==> config.mk <==
export PLATFORM = sky130hd
export DESIGN_NAME = mpbp_port
export DESIGN_NICKNAME = d
export VERILOG_FILES = /design/src/hw/mpbp_pkg.sv /design/src/hw/mpbp_port.sv /design/src/hw/mpbp_reset_ctl.sv /design/src/hw/mpbp_arbiter.sv
export SDC_FILE = /design/constraint.sdc
export NUM_CORES = 1
export LEC_CHECK = 0
export ABC_AREA = 1
export BUFFER_PORTS_ARGS = -buffer_cell sky130_fd_sc_hd__buf_2
export CORE_MARGIN = 8
export CORE_UTILIZATION = 55
export DETAILED_ROUTE_END_ITERATION = 7
export GPL_ROUTABILITY_DRIVEN = 0
export HOLD_SLACK_MARGIN = 0.1
export MAX_ROUTING_LAYER = met4
export PLACE_DENSITY = 0.87
export RECOVER_POWER = 100
export SETUP_SLACK_MARGIN = 0.05
export SLEW_MARGIN = 20
export SYNTH_ARGS = -nofsm -noshare
export SYNTH_HDL_FRONTEND = slang
export SYNTH_SLANG_ARGS = --single-unit
==> constraint.sdc <==
create_clock -name sys_clk -period 2.5 [get_ports sys_clk]
set_input_delay 0.375 -clock sys_clk [delete_from_list [all_inputs] [get_ports sys_clk]]
set_output_delay 0.375 -clock sys_clk [all_outputs]
set_load 0.01 [all_outputs]
==> src/hw/mpbp_pkg.sv <==
// constants, state types and reset values of the memory and peripheral bus port
// assumes one clock domain and a synchronous active high reset
`default_nettype none

package mpbp_pkg;

  localparam int unsigned NUM_CS = 6;
  localparam int unsigned ADDR_W = 22;
  localparam int unsigned DATA_W = 16;
  localparam int unsigned WB_AW = 8;

  ////////////////////////////////////////////////////////////////////////////
  // register byte offsets
  localparam logic [7:0] REG_CTRL = 8'h00;
  localparam logic [7:0] REG_ADDR = 8'h04;
  localparam logic [7:0] REG_WDATA = 8'h08;
  localparam logic [7:0] REG_CMD = 8'h0C;
  localparam logic [7:0] REG_RDATA = 8'h10;
  localparam logic [7:0] REG_STATUS = 8'h14;

  // field positions
  localparam int unsigned CTRL_WAIT_LSB = 0;
  localparam int unsigned CTRL_LANE_LSB = 4;
  localparam int unsigned CTRL_WARM_BIT = 6;
  localparam int unsigned ADDR_CS_LSB = 24;
  localparam int unsigned CMD_START_BIT = 0;
  localparam int unsigned CMD_READ_BIT = 1;
  localparam int unsigned STAT_BUSY_BIT = 0;
  localparam int unsigned STAT_DONE_BIT = 1;
  localparam int unsigned STAT_GRANT_BIT = 2;
  localparam int unsigned STAT_WARM_BIT = 3;
  localparam int unsigned STAT_WIDTH_BIT = 4;
  localparam int unsigned STAT_WDT_BIT = 5;
  localparam int unsigned STAT_BOOT_LSB = 16;

  // boot configuration vector bits
  localparam int unsigned BOOT_WIDTH_BIT = 7;
  localparam int unsigned BOOT_RMODE_BIT = 8;
  localparam int unsigned BOOT_WDT_BIT = 12;

  // last count of the warm reset drive, which lasts 4096 sys_clk cycles
  localparam logic [11:0] WARM_LAST = 12'hFFF;

  ////////////////////////////////////////////////////////////////////////////
  typedef enum logic [1:0] {
    ST_IDLE = 2'b00,
    ST_SETUP = 2'b01,
    ST_STROBE = 2'b10,
    ST_HOLD = 2'b11
  } mpbp_state_t;

  typedef struct packed {
    logic ph;
    mpbp_state_t st;
    logic [3:0] wcnt;
    logic pend;
    logic pend_rd;
    logic ack;
    logic [31:0] rdat;
    logic [3:0] waits;
    logic [1:0] lanes;
    logic warm_req;
    logic [21:0] addr;
    logic [2:0] csel;
    logic [15:0] wdata;
    logic [15:0] rdata;
    logic done;
    logic [21:0] a_o;
    logic [5:0] cs_n;
    logic rnw;
    logic oe_n;
    logic [1:0] we_n;
    logic [15:0] d_o;
    logic d_oe;
    logic boe_n;
    logic dir_n;
  } mpbp_main_t;

  localparam mpbp_main_t MAIN_RST = '{ph: 1'b0, st: ST_IDLE, wcnt: 4'h0, pend: 1'b0,
    pend_rd: 1'b0, ack: 1'b0, rdat: 32'h0000_0000, waits: 4'h0, lanes: 2'h3,
    warm_req: 1'b0, addr: 22'h00_0000, csel: 3'h0, wdata: 16'h0000, rdata: 16'h0000,
    done: 1'b0, a_o: 22'h00_0000, cs_n: 6'h3F, rnw: 1'b1, oe_n: 1'b1, we_n: 2'h3,
    d_o: 16'h0000, d_oe: 1'b0, boe_n: 1'b1, dir_n: 1'b1};

  typedef struct packed {
    logic [15:0] boot;
    logic [11:0] cnt;
    logic warm;
    logic armed;
  } mpbp_rst_t;

  localparam mpbp_rst_t RSTC_RST = '{boot: 16'h0000, cnt: 12'h000, warm: 1'b0, armed: 1'b0};

  typedef struct packed {
    logic grant;
  } mpbp_arb_t;

  localparam mpbp_arb_t ARB_RST = '{grant: 1'b0};

endpackage

`default_nettype wire

==> src/hw/mpbp_port.sv <==
// memory and peripheral bus port: wishbone register slave driving the external bus
// assumes all pins synchronous to sys_clk; wire levels resolved outside from enables
//
// Contract
// names ending _n are asserted low
// read_not_write high reads, low writes
// lane strobe 0 bits 7:0, 1 bits 15:8
// alternate master asserts request to own bus
// grant asserted once bus is given up
// six active low device selects
// drive 22-bit address; upper bits elsewhere
// data pins bidirectional; boot vector at cold reset
// output enable low while device drives data
// active low external buffer enable
// transceiver direction control output
// cold reset initialises and loads boot configuration
// warm reset pin bidirectional, driven during reset
// bus clock derived from master clock
// boot bit 7 selects boot width
// warm reset driven at least 4096 cycles
// boot bit 12 disables watchdog
// reserved boot bits driven low outside
// released to high impedance while granted
// select, address, direction change on bus clock rise
`default_nettype none

module mpbp_port
  import mpbp_pkg::*;
(
  input wire logic sys_clk,
  input wire logic rst,
  input wire logic wb_cyc_i,
  input wire logic wb_stb_i,
  input wire logic wb_we_i,
  input wire logic [7:0] wb_adr_i,
  input wire logic [31:0] wb_dat_i,
  input wire logic [3:0] wb_sel_i,
  output logic [31:0] wb_dat_o,
  output logic wb_ack_o,
  output logic bus_clock_out,
  input wire logic power_on_reset_in_n,
  input wire logic soft_reset_io_n_i,
  output logic soft_reset_io_n_o,
  output logic soft_reset_io_n_oe,
  output logic transceiver_dir_n,
  output logic buffer_output_en_n,
  input wire logic bus_ownership_request_n,
  output logic bus_handover_n,
  output logic bus_drive_en,
  output logic [1:0] lane_write_strobe_n,
  output logic [5:0] device_select_n,
  output logic [21:0] ext_addr,
  input wire logic [15:0] ext_data_i,
  output logic [15:0] ext_data_o,
  output logic ext_data_oe,
  output logic read_drive_en_n,
  output logic read_not_write,
  output logic boot_width_16,
  output logic watchdog_en
);

  mpbp_main_t s_q;
  mpbp_main_t s_d;
  logic req;
  logic tick;
  logic wr;
  logic busy;
  logic granted;
  logic warm_active;
  logic cold;
  logic [15:0] boot_vec;
  logic [31:0] cur;
  logic [31:0] m;
  logic [31:0] wv;
  logic [5:0] cs_dec;

  ////////////////////////////////////////////////////////////////////////////
  mpbp_reset_ctl u_rst (
    .sys_clk(sys_clk),
    .rst(rst),
    .power_on_reset_in_n(power_on_reset_in_n),
    .soft_reset_in(soft_reset_io_n_i),
    .soft_reset_out(soft_reset_io_n_o),
    .soft_reset_oe(soft_reset_io_n_oe),
    .sw_warm_req(s_q.warm_req),
    .ext_data_in(ext_data_i),
    .boot_vec(boot_vec),
    .warm_active(warm_active)
  );

  mpbp_arbiter u_arb (
    .sys_clk(sys_clk),
    .rst(rst),
    .bus_ownership_request_n(bus_ownership_request_n),
    .bus_idle(s_q.st == ST_IDLE),
    .tick(tick),
    .granted(granted)
  );

  ////////////////////////////////////////////////////////////////////////////
  // request decode and read mux
  assign cold = ~power_on_reset_in_n;
  assign req = wb_cyc_i & wb_stb_i;
  assign wr = req & ~s_q.ack & wb_we_i;
  assign busy = (s_q.st != ST_IDLE) | s_q.pend;
  // rising bus clock edge follows every sys_clk edge where phase is low
  assign tick = ~s_q.ph;

  // read mux on the raw address; unmapped offsets read zero
  always_comb
  begin
    cur = 32'h0000_0000;
    unique case (wb_adr_i)
      REG_CTRL:
      begin
        cur[CTRL_WAIT_LSB +: 4] = s_q.waits;
        cur[CTRL_LANE_LSB +: 2] = s_q.lanes;
      end
      REG_ADDR:
      begin
        cur[21:0] = s_q.addr;
        cur[ADDR_CS_LSB +: 3] = s_q.csel;
      end
      REG_WDATA: cur[15:0] = s_q.wdata;
      REG_RDATA: cur[15:0] = s_q.rdata;
      REG_STATUS:
      begin
        cur[STAT_BUSY_BIT] = busy;
        cur[STAT_DONE_BIT] = s_q.done;
        cur[STAT_GRANT_BIT] = granted;
        cur[STAT_WARM_BIT] = warm_active;
        cur[STAT_WIDTH_BIT] = boot_vec[BOOT_WIDTH_BIT];
        cur[STAT_WDT_BIT] = ~boot_vec[BOOT_WDT_BIT];
        cur[STAT_BOOT_LSB +: 16] = boot_vec;
      end
      default: cur = 32'h0000_0000;
    endcase
  end

  // byte lane merge of write data over the current value
  // unselected lanes come back unchanged, so a narrow write cannot disturb them
  for (genvar i = 0; i < 4; i++)
  begin : g_lane
    assign m[i*8 +: 8] = {8{wb_sel_i[i]}};
  end

  assign wv = (cur & ~m) | (wb_dat_i & m);

  // one hot select from the chosen index; 6 and 7 select nothing
  for (genvar i = 0; i < NUM_CS; i++)
  begin : g_sel
    assign cs_dec[i] = (s_q.csel != 3'(i));
  end

  ////////////////////////////////////////////////////////////////////////////
  always_comb
  begin
    s_d = s_q;
    s_d.ph = ~s_q.ph;
    s_d.ack = req & ~s_q.ack;
    s_d.rdat = (req & ~s_q.ack) ? cur : 32'h0000_0000;
    s_d.warm_req = 1'b0;

    if (wr)
    begin
      unique case (wb_adr_i)
        REG_CTRL:
        begin
          s_d.waits = wv[CTRL_WAIT_LSB +: 4];
          s_d.lanes = wv[CTRL_LANE_LSB +: 2];
          s_d.warm_req = wv[CTRL_WARM_BIT];
        end
        REG_ADDR:
        begin
          s_d.addr = wv[21:0];
          s_d.csel = wv[ADDR_CS_LSB +: 3];
        end
        REG_WDATA: s_d.wdata = wv[15:0];
        REG_CMD:
        begin
          // a start while busy is dropped
          if (wv[CMD_START_BIT] && !busy)
          begin
            s_d.pend = 1'b1;
            s_d.pend_rd = wv[CMD_READ_BIT];
          end
        end
        REG_STATUS:
        begin
          if (wb_sel_i[0] && wb_dat_i[STAT_DONE_BIT])
            s_d.done = 1'b0;
        end
        default:
        begin
        end
      endcase
    end

    // pins move only at a rising bus clock edge
    if (tick)
    begin
      if ((warm_active || cold) && s_q.st != ST_IDLE)
      begin
        // reset cuts the cycle; release everything at once
        s_d.st = ST_IDLE;
        s_d.cs_n = 6'h3F;
        s_d.oe_n = 1'b1;
        s_d.we_n = 2'h3;
        s_d.rnw = 1'b1;
        s_d.d_oe = 1'b0;
        s_d.boe_n = 1'b1;
        s_d.dir_n = 1'b1;
      end
      else
      begin
        unique case (s_q.st)
          ST_IDLE:
          begin
            // an alternate master waiting takes precedence over our start
            if (s_q.pend && !granted && bus_ownership_request_n && !warm_active && !cold)
            begin
              s_d.pend = 1'b0;
              s_d.st = ST_SETUP;
              s_d.a_o = s_q.addr;
              s_d.cs_n = cs_dec;
              s_d.rnw = s_q.pend_rd;
              s_d.dir_n = ~s_q.pend_rd;
              s_d.boe_n = 1'b0;
              s_d.d_o = s_q.wdata;
              s_d.d_oe = ~s_q.pend_rd;
            end
          end

          ST_SETUP:
          begin
            // wait count reloads here, so every strobe gets its full length
            s_d.st = ST_STROBE;
            s_d.wcnt = s_q.waits;
            if (s_q.rnw)
              s_d.oe_n = 1'b0;
            else
              s_d.we_n = ~s_q.lanes;
          end

          ST_STROBE:
          begin
            // read data taken at the last tick, while the far side still drives
            if (s_q.wcnt == 4'h0)
            begin
              if (s_q.rnw)
                s_d.rdata = ext_data_i;
              s_d.oe_n = 1'b1;
              s_d.we_n = 2'h3;
              s_d.st = ST_HOLD;
            end
            else
              s_d.wcnt = s_q.wcnt - 4'h1;
          end

          ST_HOLD:
          begin
            // select outlasts the strobe by one bus clock; address holds until the next start
            s_d.st = ST_IDLE;
            s_d.cs_n = 6'h3F;
            s_d.rnw = 1'b1;
            s_d.d_oe = 1'b0;
            s_d.boe_n = 1'b1;
            s_d.dir_n = 1'b1;
            s_d.done = 1'b1;
          end
        endcase
      end
    end
  end

  // one register stage; pins come from it, from the arbiter and reset control registers, and from the cold reset pin
  always_ff @(posedge sys_clk)
  begin
    if (rst)
      s_q <= MAIN_RST;
    else
      s_q <= s_d;
  end

  ////////////////////////////////////////////////////////////////////////////
  // ack and read data both registered, so they stand exactly one cycle
  assign wb_ack_o = s_q.ack;
  assign wb_dat_o = s_q.rdat;
  assign bus_clock_out = s_q.ph;
  assign bus_handover_n = ~granted;
  assign bus_drive_en = ~granted;

  // data enable also gated by cold reset so the boot vector can be read
  assign ext_data_oe = s_q.d_oe & ~granted & ~cold;
  assign ext_data_o = s_q.d_o;
  assign ext_addr = s_q.a_o;
  assign device_select_n = s_q.cs_n;
  assign read_not_write = s_q.rnw;
  assign read_drive_en_n = s_q.oe_n;
  assign lane_write_strobe_n = s_q.we_n;
  assign buffer_output_en_n = s_q.boe_n;
  assign transceiver_dir_n = s_q.dir_n;
  assign boot_width_16 = boot_vec[BOOT_WIDTH_BIT];
  assign watchdog_en = ~boot_vec[BOOT_WDT_BIT];

endmodule

`default_nettype wire

==> src/hw/mpbp_reset_ctl.sv <==
// cold reset boot capture and warm reset pin control
// assumes pins synchronous to sys_clk; reset pin is open drain, pulled up outside
`default_nettype none

module mpbp_reset_ctl
  import mpbp_pkg::*;
(
  input wire logic sys_clk,
  input wire logic rst,
  input wire logic power_on_reset_in_n,
  input wire logic soft_reset_in,
  output logic soft_reset_out,
  output logic soft_reset_oe,
  input wire logic sw_warm_req,
  input wire logic [15:0] ext_data_in,
  output logic [15:0] boot_vec,
  output logic warm_active
);

  mpbp_rst_t s_q;
  mpbp_rst_t s_d;

  ////////////////////////////////////////////////////////////////////////////
  always_comb
  begin
    s_d = s_q;
    if (!power_on_reset_in_n)
    begin
      // vector follows the pins; the last sample before release stays
      s_d.boot = ext_data_in;
      s_d.warm = 1'b1;
      s_d.cnt = 12'h000;
      s_d.armed = 1'b0;
    end
    else if (s_q.warm)
    begin
      // reserved reset mode treated as normal length
      s_d.cnt = s_q.cnt + 12'h001;
      if (s_q.cnt == WARM_LAST)
      begin
        s_d.warm = 1'b0;
        s_d.armed = 1'b0;
      end
    end
    else
    begin
      // pin must be seen high once, else our own drive would retrigger
      if (soft_reset_in)
        s_d.armed = 1'b1;
      if (sw_warm_req || (s_q.armed && !soft_reset_in))
      begin
        s_d.warm = 1'b1;
        s_d.cnt = 12'h000;
      end
    end
  end

  always_ff @(posedge sys_clk)
  begin
    if (rst)
      s_q <= RSTC_RST;
    else
      s_q <= s_d;
  end

  assign soft_reset_out = 1'b0;
  assign soft_reset_oe = s_q.warm;
  assign boot_vec = s_q.boot;
  assign warm_active = s_q.warm;

endmodule

`default_nettype wire

==> src/hw/mpbp_arbiter.sv <==
// bus ownership handover to an alternate master
// assumes bus_idle and tick come from the transaction engine
`default_nettype none

module mpbp_arbiter
  import mpbp_pkg::*;
(
  input wire logic sys_clk,
  input wire logic rst,
  input wire logic bus_ownership_request_n,
  input wire logic bus_idle,
  input wire logic tick,
  output logic granted
);

  mpbp_arb_t s_q;
  mpbp_arb_t s_d;

  always_comb
  begin
    s_d = s_q;
    if (tick)
    begin
      // handover only between transactions, so no cycle is cut short
      if (!s_q.grant && !bus_ownership_request_n && bus_idle)
        s_d.grant = 1'b1;
      else if (s_q.grant && bus_ownership_request_n)
        s_d.grant = 1'b0;
    end
  end

  always_ff @(posedge sys_clk)
  begin
    if (rst)
      s_q <= ARB_RST;
    else
      s_q <= s_d;
  end

  assign granted = s_q.grant;

endmodule

`default_nettype wire

# Word level (Yosys, flattened, before mapping)
# Cells that the tools add are included.
# W data, S select, Z words.
# word_totals
reg_bits	189
in_bits	68
output_inout_bits	91
# op_classes
muxes	45
n_bitwise	21
add_sub_neg	2
n_eq_ne	20
n_reduce_logical	45
# ops
cell	n
$and A27 B27 Y27	2
$mux W52	1
$mux W16	2
$pmux W10 S3	1
$pmux W6 S5	1
$mux W29	1
$not A27 Y27	1
$or A27 B27 Y27	1
$mux W23	1
$mux W22	1
$mux W2	10
$mux W19	1
$ne A3 B3 Y1 const B	6
$pmux W3 S2	3
$eq A8 B4 Y1 const B	2
$eq A8 B5 Y1 const B	2
$reduce_and A4 Y1	4
$mux W14	1
$pmux W7 S2	1
$mux W13	1
$add A12 B1 Y12 const B	1
$eq A12 B12 Y1 const B	1
$mux W1	12
$pmux W6 S2	1
other kinds (30)	75

# Longest topological paths before layout
# logic_depth
word_depth	13
mapped_depth	12

# Hierarchy
# From an unflattened synthesis, not the netlist that was laid out.
# unflattened
cells_unflattened	1221
area_unflattened_um2	8893.5
# by_module_without_submodules
module	cells_per_inst	seq_area_each_um2	area_per_inst_um2	n_inst
mpbp_port	1009	3163.0	7384.6	1
mpbp_reset_ctl	206	600.6	1468.9	1
mpbp_arbiter	6	20.0	40.0	1

# Worst setup path after synthesis
# OpenSTA, ideal clock, no wires.
# synth_timing
kind	register -> register
from	reg s_q[155] (netlist bit)
to	reg s_q[152] (netlist bit)
slack_ns	0.896
setup_ns	0.119
required_time_ns	2.381
path_buffers	0
t_arrival_ns	1.485
stages_incl_launch_ff	9
period_less_slack_ns	1.604
cell_sequence	dfxtp_1 -> inv_1 -> ha_1 -> inv_1 -> nor2_1 -> nor3_2 -> inv_2 -> a211oi_1 -> nor2_1
# synth_via
elab_chain_cells	4
# synth_rtl
element	line	rtl
start: declaration	mpbp_port.sv:62	mpbp_main_t s_q;
start signal: assignment	mpbp_port.sv:280	s_q <= MAIN_RST;
start signal: assignment	mpbp_port.sv:282	s_q <= s_d;
branches (longest 4 deep; another with $reduce_and A4 Y1)	-	
# Parallel ways; which one is timed is not known.
# A chain may end at the register's enable or synchronous reset.

# Worst setup path after layout
# layout_timing
from	reg u_rst.s_q, in the netlist u_rst.soft_reset_oe
to	reg s_q[66] (netlist bit)
# layout_via
elab_chain_cells	4
# layout_rtl
element	line	rtl
start: declaration	mpbp_reset_ctl.sv:20	mpbp_rst_t s_q;
start signal: assignment	mpbp_reset_ctl.sv:61	s_q <= RSTC_RST;
start signal: assignment	mpbp_reset_ctl.sv:63	s_q <= s_d;
$logic_or A1 B1 Y1	mpbp_port.sv:202	if ((warm_active || cold) && s_q.st != ST_IDLE)
$logic_and A1 B1 Y1	mpbp_port.sv:202	
$not A1 Y1 (no source line)	-	
$reduce_and A5 Y1 (no source line)	-	
# Every way passes these cells.

==> metrics.txt <==
Main synth FF type=dfxtp_1; Netlist cell types=41; Post-synth EDFFs=0; worst-margin pin slew=1.166 ns; WL final=21860 um; Yosys reg bits=189; Syn Inst Count=1125; clock skew=0.01112 ns; maximum vdd drop=0.5126 mV; DR iter-0 viols=approximately 660; clock buffer depth=2; cts bufs inserted=17; setup_tns=0 ns; PwrDens=approximately 710 mW/mm2; Post-CTS Setup Bufs=0; RSZ-0062 raised after global routing=false; Syn Nets=roughly 1200; top post-synthesis cells by area=dfxtp_1 44%, a21oi_1 7.7%, buf_4 7.4%, nand2_1 6.5%, inv_1 6.4%; Max-cap violations=0; Sink Count=189; CTS root buffer=clkbuf_16; vias in the first global route=6933; IO buf count=150; drt pass-1 iters=5; top-area cell type share of the netlist area=44.38%; CP Launch Point=u_rst.soft_reset_oe; clk slew on worst S/H paths=~0.070 ns; Die Y=140.5 um; Die Width=about 140 um; final worst path period need=~2.2 ns; Syn Area/Cell=between 7 and 8 um2; largest net degree at the start of global routing=72; # fillers=between 1000 and 1500; synth warn=0; worst-case reg-to-reg path depth=9; Vias/cell=5.352; sequential-to-total area share from yosys stat=44.38%; Pleak=3.769 nW; outcome=finished clean; share of cells above drive strength 1=between 10 and 15%; post_cts resized=0; CP max FO=18; Inst Count DP=1350; Pins Over Slew Limit=0; Netlist Area Pre-Place=0.008526 mm2; Hold Crit Class=in -> reg; f_max=455.4 MHz; final hold violations=0; Slew Limit Headroom=22.26%; H-tree depth=4; Tcrit/Tclk final=roughly 88%; total gr overflow=0; # DRC=0; Post-synth ARST share=0%; final-report setup violation count=0; IO Count=159; hold buffers post-CTS=0; CP Capture Type=flip-flop; later-pin clock latency in the skew report=0.43 ns; Layout Cells excl Fill=1385; initial antenna violation count=3; Final ANT Viol Nets=0; Arr. time, crit path=2.56 ns; area growth from synthesis to layout=6.986%; DP Wirelength=about 16000 um; Synth area leader=dfxtp_1; floorplan row count=45; reg2reg setup slack=0.30 ns; per-cell routed wire length=15.78 um; starting density of the core=approximately 56%; vias=7412; core area=0.01520 mm2; WP data required=2.87 ns; worst setup path endpoint=s_q[66]; r2r startpoint=u_rst.soft_reset_oe; first-pass GRT wire length=34630 um; gr usage total=22.31%; fin nets=about 1300; WS Path Type=reg -> reg; Critical R2R Capture=s_q[66]; full die area=~0.020 mm2; Startpoint Class=flip-flop; CTS tree=done
## critical path: stages, from the launching register on
cell and delay (ns):
dfxtp_1 0.31, inv_1 0.26, nand2_2 0.14, nand2_1 0.20, inv_1 0.12, nor2_1 0.18, nand3_2 0.36, inv_2 0.36
nor2_1 0.09, nor2_1 0.10
## cell families after synthesis
kind of cell	synth area share, %
DFF	44.38
xor gates and xnor gates	0.1027
and+or+nand+nor	17.32
other	0.04398
buffers and inverters	17.19
adders and majority gates	0.8805
AOI/OAI and AO/OA	20.09
## per-layer routing
layer	vias up	track usage [%]	wire length [um]
met5	-	-	0
met4	0	8.937	647
met3	38	5.437	1454
met2	289	35.62	10350
met1	3399	26.67	9400
li1	3686	-	-
## flip-flops by register name, indices dropped and copies added, names as in the netlist, 2 cells and up
name and count:
s_q 74, wb_dat_o 32, ext_addr 22, ext_data_o 16, u_rst.boot_vec 16, u_rst.s_q 13
device_select_n 6, lane_write_strobe_n 2
## cells in the final DEF, fill, tap and decap left out, types with 3 or more instances in the layout
cell type / synthesis / layout
clkbuf_16: 0 / 17
a211oi_1: 5 / 5
inv_2: 15 / 9
buf_2: 12 / 60
nor2_1: 98 / 103
o21ai_0: 85 / 108
clkbuf_1: 21 / 99
nor2_2: 8 / 3
ha_1: 6 / 6
nand3_1: 54 / 54
or2_2: 5 / 5
nand4_1: 3 / 3
clkinv_2: 0 / 3
diode_2: 0 / 4
a31oi_1: 3 / 3
o21ai_1: 42 / 19
o22ai_2: 8 / 8
inv_1: 145 / 151
o221ai_1: 0 / 9
nand2_2: 5 / 3
buf_4: 84 / 6
nand2_1: 147 / 150
a21oi_1: 131 / 131
nor3_1: 10 / 11
o22ai_1: 3 / 3
o211ai_1: 5 / 5
dfxtp_1: 189 / 189
## how the worst min path moves through the flow
stage / cells past startpoint / slack [ns] / to / start
6_report: 2 / 0.15 / u_arb.granted / bus_ownership_request_n
4_1_cts: 2 / 0.14 / u_arb.granted / bus_ownership_request_n
2_1_floorplan: 2 / 0.42 / wb_dat_o[22] / u_rst.boot_vec[6]
3_5_place_dp: 2 / 0.43 / wb_dat_o[27] / u_rst.boot_vec[11]
3_3_place_gp: 2 / 0.43 / wb_dat_o[27] / u_rst.boot_vec[11]
5_1_grt: 2 / 0.15 / u_arb.granted / bus_ownership_request_n
## cell usage after synthesis, types with 5 or more instances
cell type	instances
clkbuf_1	21
nor3_1	10
inv_1	145
buf_2	12
dfxtp_1	189
nor2_1	98
o22ai_2	8
nor2_2	8
o221ai_2	10
nand3_1	54
o211ai_1	5
nand2_1	147
nand2_2	5
a21oi_1	131
buf_4	84
a211oi_1	5
inv_2	15
ha_1	6
or2_2	5
buf_6	7
o21ai_0	85
o21ai_1	42
## where the power goes
part | leakage [nW] | switching (mW) | internal [mW]
Combinational | 1.97 | 0.428 | 0.211
Clock | 0.273 | 1.14 | 1.49
Sequential | 1.53 | 0.0575 | 3.12
Total | 3.77 | 1.63 | 4.83
## stage by stage
step	util (%)	cell area (um2)	total power, mW	hold WS [ns]	setup slack (ns)
global route	59.98	9119	6.706	0.1502	0.07648
global placement	57.68	8768	3.873	0.4310	0.4763
CTS	61.41	9335	6.507	0.1363	0.3688
detailed placement	57.68	8768	3.898	0.4337	0.3762
floorplan	-	8526	3.711	0.4160	0.8964
finish	60.00	9121	6.453	0.1483	0.3041
## final cells by class
type	count	area, um2	area share, %
inverters	161	604.3	6.626
repair buffers	164	730.7	8.011
clock buffers	21	450.4	4.938
diodes	4	10.01	0.1097
clock inverters	10	116.4	1.276
multi-input cells	648	3191	34.98
flip-flops and latches	189	3784	41.48
well taps	188	235.2	2.579
Power figures use the tool's default switching activity.
